[src/pdrf_pkg.sv]
// Package with constants and types of the delayed read forwarding engine.
package pdrf_pkg;

    localparam logic [3:0]  PDRF_CMD_IO_READ  = 4'h2;
    localparam logic [3:0]  PDRF_CMD_MEM_READ = 4'h6;
    localparam logic [3:0]  PDRF_CMD_CFG_READ = 4'hA;
    localparam logic [3:0]  PDRF_CMD_MEM_MULT = 4'hC;
    localparam logic [3:0]  PDRF_CMD_MEM_LINE = 4'hE;

    localparam logic [3:0]  PDRF_BE_ALL_ON    = 4'h0;
    localparam logic [10:0] PDRF_FLOW_DWORDS  = 11'h400;
    localparam logic [10:0] PDRF_LINE_DWORDS  = 11'h010;
    localparam logic [10:0] PDRF_MULT_DWORDS  = 11'h020;
    localparam logic [10:0] PDRF_ONE_DWORD    = 11'h001;

    localparam logic [3:0]  PDRF_OFS_CTRL     = 4'h0;
    localparam logic [3:0]  PDRF_OFS_CLS      = 4'h4;
    localparam logic [3:0]  PDRF_OFS_LIMIT    = 4'h8;
    localparam logic [3:0]  PDRF_OFS_STATUS   = 4'hC;

    localparam int          PDRF_CTRL_SERR_EN = 0;
    localparam int          PDRF_CTRL_UP_PREF = 1;
    localparam int          PDRF_CTRL_FLOW    = 2;
    localparam logic [2:0]  PDRF_CTRL_RESET   = 3'h0;
    localparam logic [7:0]  PDRF_CLS_RESET    = 8'h00;
    localparam int          PDRF_STAT_SERR    = 0;
    localparam int          PDRF_STAT_BUSY    = 1;
    localparam int          PDRF_STAT_COUNT   = 4;
    localparam logic [31:0] PDRF_LIMIT_RESET  = 32'h0100_0000;

    typedef struct packed {
        logic [31:0] addr;
        logic [3:0]  cmd;
        logic        par;
        logic        pref_space;
    } pdrf_addr_s;

    typedef struct packed {
        logic [31:0] addr;
        logic [3:0]  cmd;
        logic        par;
        logic [3:0]  be;
        logic        pref;
    } pdrf_entry_s;

    typedef struct packed {
        logic        beat;
        logic        retry;
        logic        disconnect;
        logic        abort;
        logic [31:0] data;
    } pdrf_tresp_s;

    typedef struct packed {
        logic        req;
        logic [31:0] addr;
        logic [3:0]  cmd;
        logic [3:0]  be;
        logic        last;
    } pdrf_tcmd_s;

    typedef struct packed {
        logic        valid;
        logic [31:0] data;
        logic        last;
    } pdrf_rdq_s;

    typedef enum logic [1:0] {PDRF_IDLE, PDRF_ISSUE, PDRF_DATA} pdrf_tstate_e;

endpackage : pdrf_pkg

[src/pdrf_engine.sv]
// Delayed read forwarding engine for one direction of a PCI-to-PCI bridge.
//
// Summary of operation
// - Every crossing read is queued, never passed; a read that finds all four entries full is retried without an entry.
// - Prefetch reads fetch ahead with all lanes on.
// - Prefetch for line, multiple, prefetchable-space reads.
// - Non-prefetch read fetches one DWORD, own enables.
// - I/O, config, non-prefetchable memory use single DWORD.
// - Prefetch stops at boundary or target disconnect.
// - Final delivered prefetch DWORD carries disconnect.
// - Undelivered prefetch data discarded at initiator end.
// - Flow-through prefetch runs to 4KB boundary.
// - Read and line: 16 DWORD or cache line.
// - Multiple: 32 DWORD or twice cache line.
// - Upstream memory read prefetch is programmable.
// - Capture address, command, parity, then enables; retry.
// - Start only after earlier posted writes drained.
// - Replay exact captured address and command.
// - Drive captured enables, or all low when prefetching.
// - Reissue read after target retry.
// - No further attempts after data then ending.
// - Count failed attempts against limit; flag error.
// - System error output only when enable set.
// - Returned data goes into opposite read queue.
// - Accept one DWORD every clock, no waits.
// - Four entries per direction, no duplicate entries.
//
// Local design decisions: the Avalon-MM register port and the placing of the registers.
`timescale 1ns/1ps
module pdrf_engine
    import pdrf_pkg::*;
#(
    parameter int          DEPTH         = 4,
    parameter bit          UPSTREAM      = 1'b0,
    parameter logic [31:0] RETRY_LIMIT   = PDRF_LIMIT_RESET
) (
    input  wire logic        i_clk,
    input  wire logic        i_reset,
    input  wire logic [3:0]  i_avs_address,
    input  wire logic        i_avs_read,
    input  wire logic        i_avs_write,
    input  wire logic [31:0] i_avs_writedata,
    output logic      [31:0] o_avs_readdata,
    output logic             o_avs_waitrequest,
    input  wire logic        i_init_addr_valid,
    input  wire pdrf_addr_s  i_init_addr,
    input  wire logic        i_init_irdy,
    input  wire logic [3:0]  i_init_be,
    input  wire logic        i_init_end,
    output logic             o_init_retry,
    input  wire logic        i_posted_empty,
    output pdrf_tcmd_s       o_tgt_cmd,
    input  wire pdrf_tresp_s i_tgt_resp,
    output pdrf_rdq_s        o_rdq,
    output logic             o_rdq_flush,
    output logic             primary_system_error_out
);

    localparam int PTR_W = $clog2(DEPTH);

    initial begin
        if (DEPTH != 4) begin
            $error("DEPTH must be 4 for this queue.");
        end
    end

    typedef struct packed {
        logic [2:0]              ctrl;
        logic [7:0]              cache_line_size;
        logic [31:0]             limit;
        logic                    serr_flag;
        logic                    wait_n;
        logic [31:0]             rdata;
        pdrf_entry_s [DEPTH-1:0] q;
        logic [DEPTH-1:0]        q_vld;
        logic [PTR_W-1:0]        head;
        logic [PTR_W-1:0]        tail;
        logic                    cap_pend;
        pdrf_addr_s              cap;
        logic                    retry;
        pdrf_tstate_e            tstate;
        logic [32:0]             attempts;
        logic [10:0]             remain;
        logic [31:0]             taddr;
        logic                    got_data;
        pdrf_tcmd_s              tcmd;
        pdrf_rdq_s               rdq;
        logic                    flush;
        logic                    serr_out;
    } pdrf_state_s;

    pdrf_state_s state_reg;
    pdrf_state_s state_next;

    function automatic logic is_pow_cls(input logic [7:0] c);
        return (c == 8'h01) || (c == 8'h02) || (c == 8'h04) || (c == 8'h08) || (c == 8'h10);
    endfunction : is_pow_cls

    function automatic logic [10:0] fetch_len(input pdrf_entry_s e, input logic [2:0] ctrl,
                                              input logic [7:0] c);
        logic [10:0] size;
        logic [10:0] offs;
        size = PDRF_ONE_DWORD;
        if (!e.pref) begin
            size = PDRF_ONE_DWORD;
        end else if (ctrl[PDRF_CTRL_FLOW]) begin
            size = PDRF_FLOW_DWORDS;
        end else if (e.cmd == PDRF_CMD_MEM_MULT) begin
            size = is_pow_cls(c) ? {2'h0, c, 1'b0} : PDRF_MULT_DWORDS;
        end else begin
            size = is_pow_cls(c) ? {3'h0, c} : PDRF_LINE_DWORDS;
        end
        offs = e.addr[12:2] & (size - 11'h001);
        return size - offs;
    endfunction : fetch_len

    function automatic logic want_pref(input pdrf_addr_s a, input logic up_pref);
        logic p;
        p = 1'b0;
        if ((a.cmd == PDRF_CMD_MEM_LINE) || (a.cmd == PDRF_CMD_MEM_MULT)) begin
            p = 1'b1;
        end else if (a.cmd == PDRF_CMD_MEM_READ) begin
            p = UPSTREAM ? up_pref : a.pref_space;
        end
        return p;
    endfunction : want_pref

    logic        dup_hit;
    logic        q_full;
    logic [2:0]  q_count;
    logic [32:0] limit_full;
    pdrf_entry_s head_e;

    always_comb begin
        dup_hit = 1'b0;
        q_count = 3'h0;
        for (int k = 0; k < DEPTH; k++) begin
            if (state_reg.q_vld[k] && state_reg.q[k].addr == state_reg.cap.addr
                && state_reg.q[k].cmd == state_reg.cap.cmd) begin
                dup_hit = 1'b1;
            end
            q_count = q_count + {2'h0, state_reg.q_vld[k]};
        end
        q_full     = &state_reg.q_vld;
        head_e     = state_reg.q[state_reg.head];
        limit_full = {state_reg.limit == 32'h0, state_reg.limit};
    end

    always_comb begin
        state_next = state_reg;
        state_next.retry = 1'b0;
        state_next.flush = 1'b0;
        state_next.rdq.valid = 1'b0;
        state_next.rdq.last = 1'b0;
        state_next.wait_n = 1'b0;

        if ((i_avs_read || i_avs_write) && !state_reg.wait_n) begin
            state_next.wait_n = 1'b1;
            state_next.rdata = 32'h0;
            unique case (i_avs_address)
                PDRF_OFS_CTRL:   state_next.rdata = {29'h0, state_reg.ctrl};
                PDRF_OFS_CLS:    state_next.rdata = {24'h0, state_reg.cache_line_size};
                PDRF_OFS_LIMIT:  state_next.rdata = state_reg.limit;
                PDRF_OFS_STATUS: begin
                    state_next.rdata[PDRF_STAT_SERR] = state_reg.serr_flag;
                    state_next.rdata[PDRF_STAT_BUSY] = state_reg.tstate != PDRF_IDLE;
                    state_next.rdata[PDRF_STAT_COUNT +: 3] = q_count;
                end
                default:         state_next.rdata = 32'h0;
            endcase
        end
        if (i_avs_write && state_reg.wait_n) begin
            unique case (i_avs_address)
                PDRF_OFS_CTRL:   state_next.ctrl = i_avs_writedata[2:0];
                PDRF_OFS_CLS:    state_next.cache_line_size = i_avs_writedata[7:0];
                PDRF_OFS_LIMIT:  state_next.limit = i_avs_writedata;
                PDRF_OFS_STATUS: begin
                    if (i_avs_writedata[PDRF_STAT_SERR]) begin
                        state_next.serr_flag = 1'b0;
                    end
                end
                default:         state_next.limit = state_reg.limit;
            endcase
        end

        if (i_init_addr_valid) begin
            state_next.cap_pend = 1'b1;
            state_next.cap = i_init_addr;
        end else if (state_reg.cap_pend && i_init_irdy) begin
            state_next.cap_pend = 1'b0;
            state_next.retry = 1'b1;
            if (!dup_hit && !q_full) begin
                state_next.q_vld[state_reg.tail] = 1'b1;
                state_next.q[state_reg.tail].addr = state_reg.cap.addr;
                state_next.q[state_reg.tail].cmd = state_reg.cap.cmd;
                state_next.q[state_reg.tail].par = state_reg.cap.par;
                state_next.q[state_reg.tail].be = i_init_be;
                state_next.q[state_reg.tail].pref = want_pref(state_reg.cap,
                                                              state_reg.ctrl[PDRF_CTRL_UP_PREF]);
                state_next.tail = state_reg.tail + 1'b1;
            end
        end

        if (i_init_end) begin
            state_next.flush = 1'b1;
        end

        unique case (state_reg.tstate)
            PDRF_IDLE: begin
                if (state_reg.q_vld[state_reg.head] && i_posted_empty) begin
                    state_next.tstate = PDRF_ISSUE;
                    state_next.tcmd.req = 1'b1;
                    state_next.tcmd.addr = head_e.addr;
                    state_next.tcmd.cmd = head_e.cmd;
                    state_next.tcmd.be = head_e.pref ? PDRF_BE_ALL_ON : head_e.be;
                    state_next.remain = fetch_len(head_e, state_reg.ctrl, state_reg.cache_line_size);
                    state_next.tcmd.last = fetch_len(head_e, state_reg.ctrl, state_reg.cache_line_size)
                                           == PDRF_ONE_DWORD;
                    state_next.taddr = head_e.addr;
                    state_next.got_data = 1'b0;
                end
            end
            PDRF_ISSUE, PDRF_DATA: begin
                if (i_tgt_resp.beat) begin
                    state_next.tstate = PDRF_DATA;
                    state_next.got_data = 1'b1;
                    state_next.rdq.valid = 1'b1;
                    state_next.rdq.data = i_tgt_resp.data;
                    state_next.rdq.last = state_reg.tcmd.last || i_tgt_resp.disconnect;
                    state_next.remain = state_reg.remain - 11'h001;
                    state_next.taddr = state_reg.taddr + 32'h4;
                    state_next.tcmd.last = state_reg.remain == 11'h002;
                end
                if (i_tgt_resp.abort || (i_tgt_resp.beat
                    && (state_reg.tcmd.last || i_tgt_resp.disconnect))
                    || (state_reg.got_data && (i_tgt_resp.retry || i_tgt_resp.disconnect))) begin
                    state_next.tstate = PDRF_IDLE;
                    state_next.tcmd.req = 1'b0;
                    state_next.tcmd.last = 1'b0;
                    state_next.q_vld[state_reg.head] = 1'b0;
                    state_next.head = state_reg.head + 1'b1;
                    state_next.attempts = 33'h0;
                end else if (!state_reg.got_data
                             && (i_tgt_resp.retry || i_tgt_resp.disconnect)) begin
                    state_next.attempts = state_reg.attempts + 33'h1;
                    if (state_reg.attempts + 33'h1 == limit_full) begin
                        state_next.serr_flag = 1'b1;
                        state_next.tstate = PDRF_IDLE;
                        state_next.tcmd.req = 1'b0;
                        state_next.q_vld[state_reg.head] = 1'b0;
                        state_next.head = state_reg.head + 1'b1;
                        state_next.attempts = 33'h0;
                    end else begin
                        state_next.tstate = PDRF_ISSUE;
                        state_next.tcmd.addr = head_e.addr;
                    end
                end
            end
            default: state_next.tstate = PDRF_IDLE;
        endcase

        state_next.serr_out = state_next.serr_flag && state_next.ctrl[PDRF_CTRL_SERR_EN];
    end

    always_ff @(posedge i_clk) begin
        if (i_reset) begin
            state_reg <= '0;
            state_reg.ctrl <= PDRF_CTRL_RESET;
            state_reg.cache_line_size <= PDRF_CLS_RESET;
            state_reg.limit <= RETRY_LIMIT;
            state_reg.tstate <= PDRF_IDLE;
        end else begin
            state_reg <= state_next;
        end
    end

    assign o_avs_readdata = state_reg.rdata;
    assign o_avs_waitrequest = !state_reg.wait_n;
    assign o_init_retry = state_reg.retry;
    assign o_tgt_cmd = state_reg.tcmd;
    assign o_rdq = state_reg.rdq;
    assign o_rdq_flush = state_reg.flush;
    assign primary_system_error_out = state_reg.serr_out;
endmodule : pdrf_engine

[config.mk]
export PLATFORM = sky130hd
export DESIGN_NAME = pdrf_engine
export DESIGN_NICKNAME = d
export VERILOG_FILES = /design/src/pdrf_pkg.sv /design/src/pdrf_engine.sv
export SDC_FILE = /design/constraint.sdc
export NUM_CORES = 1
export LEC_CHECK = 0
export ABC_AREA = 1
export ABC_CLOCK_PERIOD_IN_PS = 3300
export BUFFER_PORTS_ARGS = -buffer_cell sky130_fd_sc_hd__buf_4
export CORE_MARGIN = 4
export CORE_UTILIZATION = 40
export DETAILED_ROUTE_END_ITERATION = 8
export PLACE_DENSITY = 0.68
export SYNTH_ARGS = -nofsm -noshare
export SYNTH_HDL_FRONTEND = slang
export SYNTH_SLANG_ARGS = --single-unit
[constraint.sdc]
create_clock -name i_clk -period 3.3 [get_ports i_clk]
set_input_delay 0.33 -clock i_clk [delete_from_list [all_inputs] [get_ports i_clk]]
set_output_delay 0.33 -clock i_clk [all_outputs]
set_load 0.02 [all_outputs]
==> impl_metrics.ini, run 1 <==
[clocking]
tritoncts = built
htree_levels = 2
cts_buffers = 46
clk_latency_ns = 0.59
clk_pin_slew_ns = 0.06
clockBufferDepth = 3
clockRootBuffer = clkbuf_16
clkSinkCount = 413

[synth]
synth.area.top_cells = dfxtp_1 (39%), nand2_1 (10%), o21ai_0 (9.7%)
yosys.cell_count.top_type = nand2_1
ys_async_sr_fraction_pct = 0
synth-simple-area-share_pct = 24.1
synthAdderAreaFrac_pct = 1.25
synth_compound_area_share_pct = 21.0
avgSynthCellArea_um2 = 6.87
ys_types = 51
synth-xor-area-share_pct = 3.14
ys_seq_area_share_pct = 39.1
synth_edf_count = 0
synth_top_area_share_pct = 39.1
synth_nets = 3223
ys_warn_count = 0
syn_inst = 3081
synthFlopType = dfxtp_1
synthMuxAreaShare_pct = 0
post_synth_instance_area_um2 = 21200
synth_seq_cells = 413
synth_top_family_by_area = simple AND/OR/NAND/NOR gates
yosysTopAreaCell = dfxtp_1
yosys-top-cells-count = nand2_1 (571), dfxtp_1 (413), o21ai_0 (409), nor2_1 (396), a21oi_1 (323)

[floorplanning]
start_util_pct = 40.4
die_h_um = 238
dieArea_um2 = 56700
dieWidth_um = 238
row_count = 84
io_pins = 234
core_area_um2 = 52400

[route]
remaining_drc_errors = 0
vias_per_cell = 5.33
wl_per_cell_um = 18.6
dr.first_iter.drc_count = 2232
wl_um = 73700
drt_first_pass_iters = 6
vias = 21100
antenna_left = 0

[grt]
grt_pass1_vias = 19000
grt_pass1_wl_um = 111000
grt_max_degree = 105
overflow = 0
antenna_found_initial = 1
grt_usage_pct = 24.4

[sta]
hold_violations = 0
worst_pin_slew_ns = 1.02
finClkSkew_ns = 0.0300
timing.fmax_mhz = 319
fin_crit_sh_pct = 95.1
hold_slack_ns = 0.0268
slew_viol_final = 0
setup_violations = 0
period_needed_ns = 3.14
max-slew-margin-rel_pct = 32.2
rsz0062_at_grt = true

[setup_path]
cp_top_family = simple AND/OR/NAND/NOR gates
cp-end-kind = flop
critPathMaxFanout = 48
slowest_delay_ns = 0.48
path_class = reg2reg
cp_data_arrival_time_ns = 3.64
rr_startpoint = state_reg[199]$_SDFFE_PP0P_
worstSetupStartpoint = state_reg[199]$_SDFFE_PP0P_
cp_common_cell = nand2_1
crit_path_cell_trace = buf_4 > o21ai_0 > o22ai_1 > nand3_1 > fa_2 > inv_1 > o21ai_0 > nand2_1 > nand2_2 > nand4_1 > nand2_1 > nand2_1 > nand2_1 > nor2_1 > nand3_1 > a21oi_1
required_ns = 3.80
startpoint_type = flop
path_buf_inv = 2
cpMaxStageDelayCell = buf_4

[flow_run]
maxCapViolCount = 0

[final_layout]
nFillCells = 5417
finalInstanceArea_um2 = 25100
largest_reg_flops = 270
multi_input_area_um2 = 10600
layout-drive-gt1-share_pct = 15.5
regArea_um2 = 8270
area_growth_pct = 18.7
nNetsFinal = 3377

[worst_hold_path]
hold_path.startpoint = i_avs_writedata[9]
hold_path_class = in2reg

[status]
status = complete, no violations

[power]
p_int_uw = 9130
p_sw_share_pct = 31.6
powerDensity_nw_per_um2 = 532
pwr-share-seq_pct = 40.8
power_frac_comb_pct = 22.5
p_clk_share_pct = 36.7
irDropWorstVdd_mv = 0.371
leakagePower_uw = 0.0103
p_switching_uw = 4230

[placement]
hpwl_um = 53900
numPortBuffers = 232
place_congestion = 0.962
place_area_um2 = 23300
-- timing repair --
| item | 4_1_cts | 5_1_grt |
|---|---|---|
| hold endpoints to repair | 22 | 0 |
| resized for setup | 0 | 35 |
| setup buffers | 0 | 2 |
| hold buffers | 22 | 0 |
| setup endpoints to repair | 0 | 20 |
-- layout make-up --
cell class,instances,share of cell area [%]
Clock buffer,69,5.37
Multi-Input combinational cell,2155,42.2
Antenna cell,3,0.0299
Sequential cell,413,32.9
Timing Repair Buffer,377,12.2
Clock inverter,9,0.209
Tap cell,688,3.42
Inverter,242,3.69
-- power groups by stage --
stage	Clock (µW)	Combinational, µW	Sequential (µW)
finish	4910	3000	5450
global placement	0	2880	5540
CTS	4990	2930	5440
detailed placement	0	2900	5550
floorplan	0	2040	5480
global route	5200	3290	5480
-- layer usage --
layer | vias up | track usage, % | routed length, µm
met5 | - | 0 | 0
met3 | 156 | 3.77 | 6120
li1 | 10400 | - | -
met2 | 871 | 39.5 | 33400
met4 | 0 | 8.23 | 2700
met1 | 9630 | 33.4 | 31500
-- final timing paths --
check	slack [ns]	cells after the start	endpoint
worst max-delay path	0.16	16	o_tgt_cmd[0]$_SDFFE_PP0P_
worst min-delay path	0.03	3	limit_full[9]$_SDFFE_PP0P_
worst max register to register	0.16	16	o_tgt_cmd[0]$_SDFFE_PP0P_
worst min register to register	0.46	2	state_reg[196]$_SDFFE_PP0P_
-- placed cells by master (no fill, tap or decap), drive strengths merged, types with 5 or more instances in the layout --
cell type | netlist | layout
o2111ai | 5 | 5
xor2 | 38 | 38
nand3b | 7 | 7
ha | 18 | 18
inv | 233 | 234
buf | 149 | 354
clkinv | 9 | 17
nor3 | 33 | 33
nand3 | 102 | 102
dlygate4sd3 | 0 | 22
xnor2 | 38 | 38
nand4 | 44 | 44
a221oi | 11 | 11
a211oi | 9 | 9
clkbuf | 123 | 70
or2 | 19 | 19
a21oi | 323 | 323
dfxtp | 413 | 413
nor4 | 28 | 28
nor2 | 404 | 405
o21ai | 413 | 413
o22ai | 58 | 58
nand2 | 575 | 575
-- cells by family (layout without fill, tap and decap cells) --
kind of cell	Yosys count	count (layout)
AO/OA/AOI/OAI	843	843
XOR/XNOR	76	76
adder cells (fa/ha/maj)	20	20
buffers and inverters	514	697
flip-flops	413	413
other	0	3
AND/OR/NAND/NOR	1215	1216
-- worst register-to-register path, cell delays in order, from the launching register on --
cell and delay (ns):
dfxtp_4 0.42, buf_4 0.48, o21ai_0 0.21, o22ai_1 0.37, nand3_1 0.20, fa_2 0.38, inv_1 0.06, o21ai_0 0.08
nand2_1 0.08, nand2_2 0.08, nand4_1 0.12, nand2_1 0.06, nand2_1 0.07, nand2_1 0.09, nor2_1 0.13, nand3_1 0.10
a21oi_1 0.14
-- metrics by stage --
step           total power [µW]  utilization [%]  std cells  TNS [ns]  setup WS, ns
2_1_floorplan              7520                -       3081         0        0.0410
3_3_place_gp               8420             44.5       3849         0        0.0906
3_5_place_dp               8450             44.5       3849         0        0.0494
4_1_cts                   13400             47.6       3949         0        0.0457
5_1_grt                   14000             47.9       3954   -0.0616       -0.0616
6_report                  13400             47.9       3956         0         0.161
Note: power is estimated with default switching activity, not from simulation.
==> run 2, diff against run 1 <==
Settings changed: CORE_UTILIZATION 40 to 54, PLACE_DENSITY 0.68 to 0.85.
==> run 2 against run 1 <==
  * Sequential power about the same
  * Final cell count down 4.6%
  * First-iteration DRC count up 42%
  * Global-route usage up 9.7 points
  * Setup slack worse by 0.043 ns
  * Count of clock-buffer cells in the layout down 5
  * Clock power up 4.7%
  * Critical path type unchanged
  * Critical endpoint unchanged
==> impl_metrics.ini, run 2 (synthesized netlist as in run 1, its figures left out) <==
[clocking]
clk_latency_ns = 0.58
clockBufferDepth = 3
cts_buffers = 45
clkSinkCount = 413
clk_pin_slew_ns = 0.06
clockRootBuffer = clkbuf_16
htree_levels = 2
tritoncts = built

[setup_path]
r2r_setup_slack_ns = 0.12
cp-end-kind = flop
r2r_end = o_tgt_cmd[0]$_SDFFE_PP0P_
path_class = reg2reg
slowest_delay_ns = 0.43
cp_common_cell = nand2_1
startpoint_type = flop
cp_data_arrival_time_ns = 3.69
rr_startpoint = state_reg[199]$_SDFFE_PP0P_
worstSetupStartpoint = state_reg[199]$_SDFFE_PP0P_
required_ns = 3.80
critPathMaxFanout = 6
reg2regPathDepth = 28
cpMaxStageDelayCell = dfxtp_4

[floorplanning]
die_h_um = 206
io_pins = 234
row_count = 72
dieArea_um2 = 42400
start_util_pct = 54.7
dieWidth_um = 206
core_area_um2 = 38700

[power]
power_frac_comb_pct = 22.7
power_uw = 13700
powerDensity_nw_per_um2 = 547
leakagePower_uw = 0.0103
irDropWorstVdd_mv = 0.419
pwr-share-seq_pct = 39.8
p_sw_share_pct = 31.4
p_switching_uw = 4310
p_int_uw = 9400
p_clk_share_pct = 37.5

[final_layout]
fin_util_pct = 64.7
fin_cells = 3773
nNetsFinal = 3367
area_growth_pct = 18.4
nFillCells = 3361
finalInstanceArea_um2 = 25100
num_antenna_cells = 0
largest_reg_flops = 270
layout-drive-gt1-share_pct = 16.2
final_common_cell = nand2_1
final_cell_mix = nand2_1 (550), dfxtp_1 (411), o21ai_0 (408)

[sta]
finClkSkew_ns = 0.0257
slew_viol_final = 0
max-slew-margin-rel_pct = 32.9
rsz0062_at_grt = true
timing.fmax_mhz = 314
period_needed_ns = 3.18
hold_slack_ns = 0.0231
hold_violations = 0
setup_violations = 0
worst_pin_slew_ns = 1.01
fin_crit_sh_pct = 96.4

[status]
status = complete, no violations

[placement]
dp_cells = 3676
hpwl_um = 56000
place_area_um2 = 23100
numPortBuffers = 232
place_congestion = 1.03

[grt]
antenna_found_initial = 0
grt_pass1_wl_um = 115000
grt_pass1_vias = 20700
grt_max_degree = 87
overflow = 0
grt_usage_pct = 34.1

[worst_hold_path]
hold_path_class = in2reg
holdPathStages = 3
whs_endpoint = o_rdq[28]$_SDFFE_PP0P_
hold_path.startpoint = i_tgt_resp[27]

[route]
wl_per_cell_um = 20.0
remaining_drc_errors = 0
dr.first_iter.drc_count = 3167
drt_first_pass_iters = 6
wl_um = 75600
vias = 22300
antenna_left = 0
vias_per_cell = 5.91

[flow_run]
maxCapViolCount = 0
-- run 2: changes by cell type in the layout (fill, tap and decap cells not counted), sizes merged --
cell,delta
diode,-3
bufinv,+4
dlygate4sd3,-8
nor2,-1
clkbuf,-5
clkinvlp,+1
inv,-1
-- run 2: worst max-delay path by stage --
| stage | endpoint | slack (ns) | cells after the start |
|---|---|---|---|
| 6_report | o_tgt_cmd[0]$_SDFFE_PP0P_ | 0.12 | 28 |
| 3_5_place_dp | o_tgt_cmd[0]$_SDFFE_PP0P_ | -0.05 | 28 |
| 5_1_grt | o_tgt_cmd[0]$_SDFFE_PP0P_ | -0.13 | 25 |
| 3_3_place_gp | o_tgt_cmd[0]$_SDFFE_PP0P_ | 0.09 | 28 |
| 2_1_floorplan | o_tgt_cmd[0]$_SDFFE_PP0P_ | 0.04 | 23 |
| 4_1_cts | o_tgt_cmd[0]$_SDFFE_PP0P_ | 0.003 | 28 |
-- run 2: what timing repair did --
item / 4_1_cts / 5_1_grt
gates cloned: 0 / 1
endpoints found under the setup margin: 2 / 83
setup buffers: 0 / 5
gates resized for setup: 1 / 66
hold buffers: 14 / 0
hold endpoints to repair: 14 / 0
pin swaps: 0 / 28
-- run 2: critical path: cells and delay by family (launching register included) --
kind | cells | cell delay (ns)
AND/OR/NAND/NOR | 20 | 1.59
adder cells (fa/ha/maj) | 2 | 0.45
buffers and inverters | 5 | 0.51
AO/OA/AOI/OAI | 1 | 0.14
flip-flops | 1 | 0.43
-- run 2: power by group through the flow --
stage / logic [µW] / clock network (µW) / registers [µW]
final: 3110 / 5140 / 5460
after global routing: 3370 / 5390 / 5480
after CTS: 2950 / 5170 / 5440
after detailed placement: 2920 / 0 / 5550
after global placement: 2840 / 0 / 5540
after floorplan: 2040 / 0 / 5480
-- run 2: routing by layer --
layer	vias to the layer above	share of wire, %	track usage, %
met3	214	12	6.92
met4	0	4.3	13.9
met1	10400	41	47.4
met5	-	0	0
met2	1314	44	52.1
li1	10400	-	-
-- run 2: final cells by class --
class | instances | area, µm² | area share [%]
multi-input combinational | 2154 | 10700 | 42.7
sequential | 413 | 8270 | 33.0
timing repair buffer | 369 | 3030 | 12.1
clock buffer | 64 | 1310 | 5.23
inverter | 242 | 928 | 3.70
tap | 518 | 648 | 2.59
clock inverter | 13 | 171 | 0.684
-- run 2: per-stage QoR --
stage | setup TNS, ns | worst slack (ns)
floorplan | 0 | 0.0410
global placement | 0 | 0.0892
detailed placement | -0.0458 | -0.0458
CTS | 0 | 0.00336
global route | -0.184 | -0.127
finish | 0 | 0.117
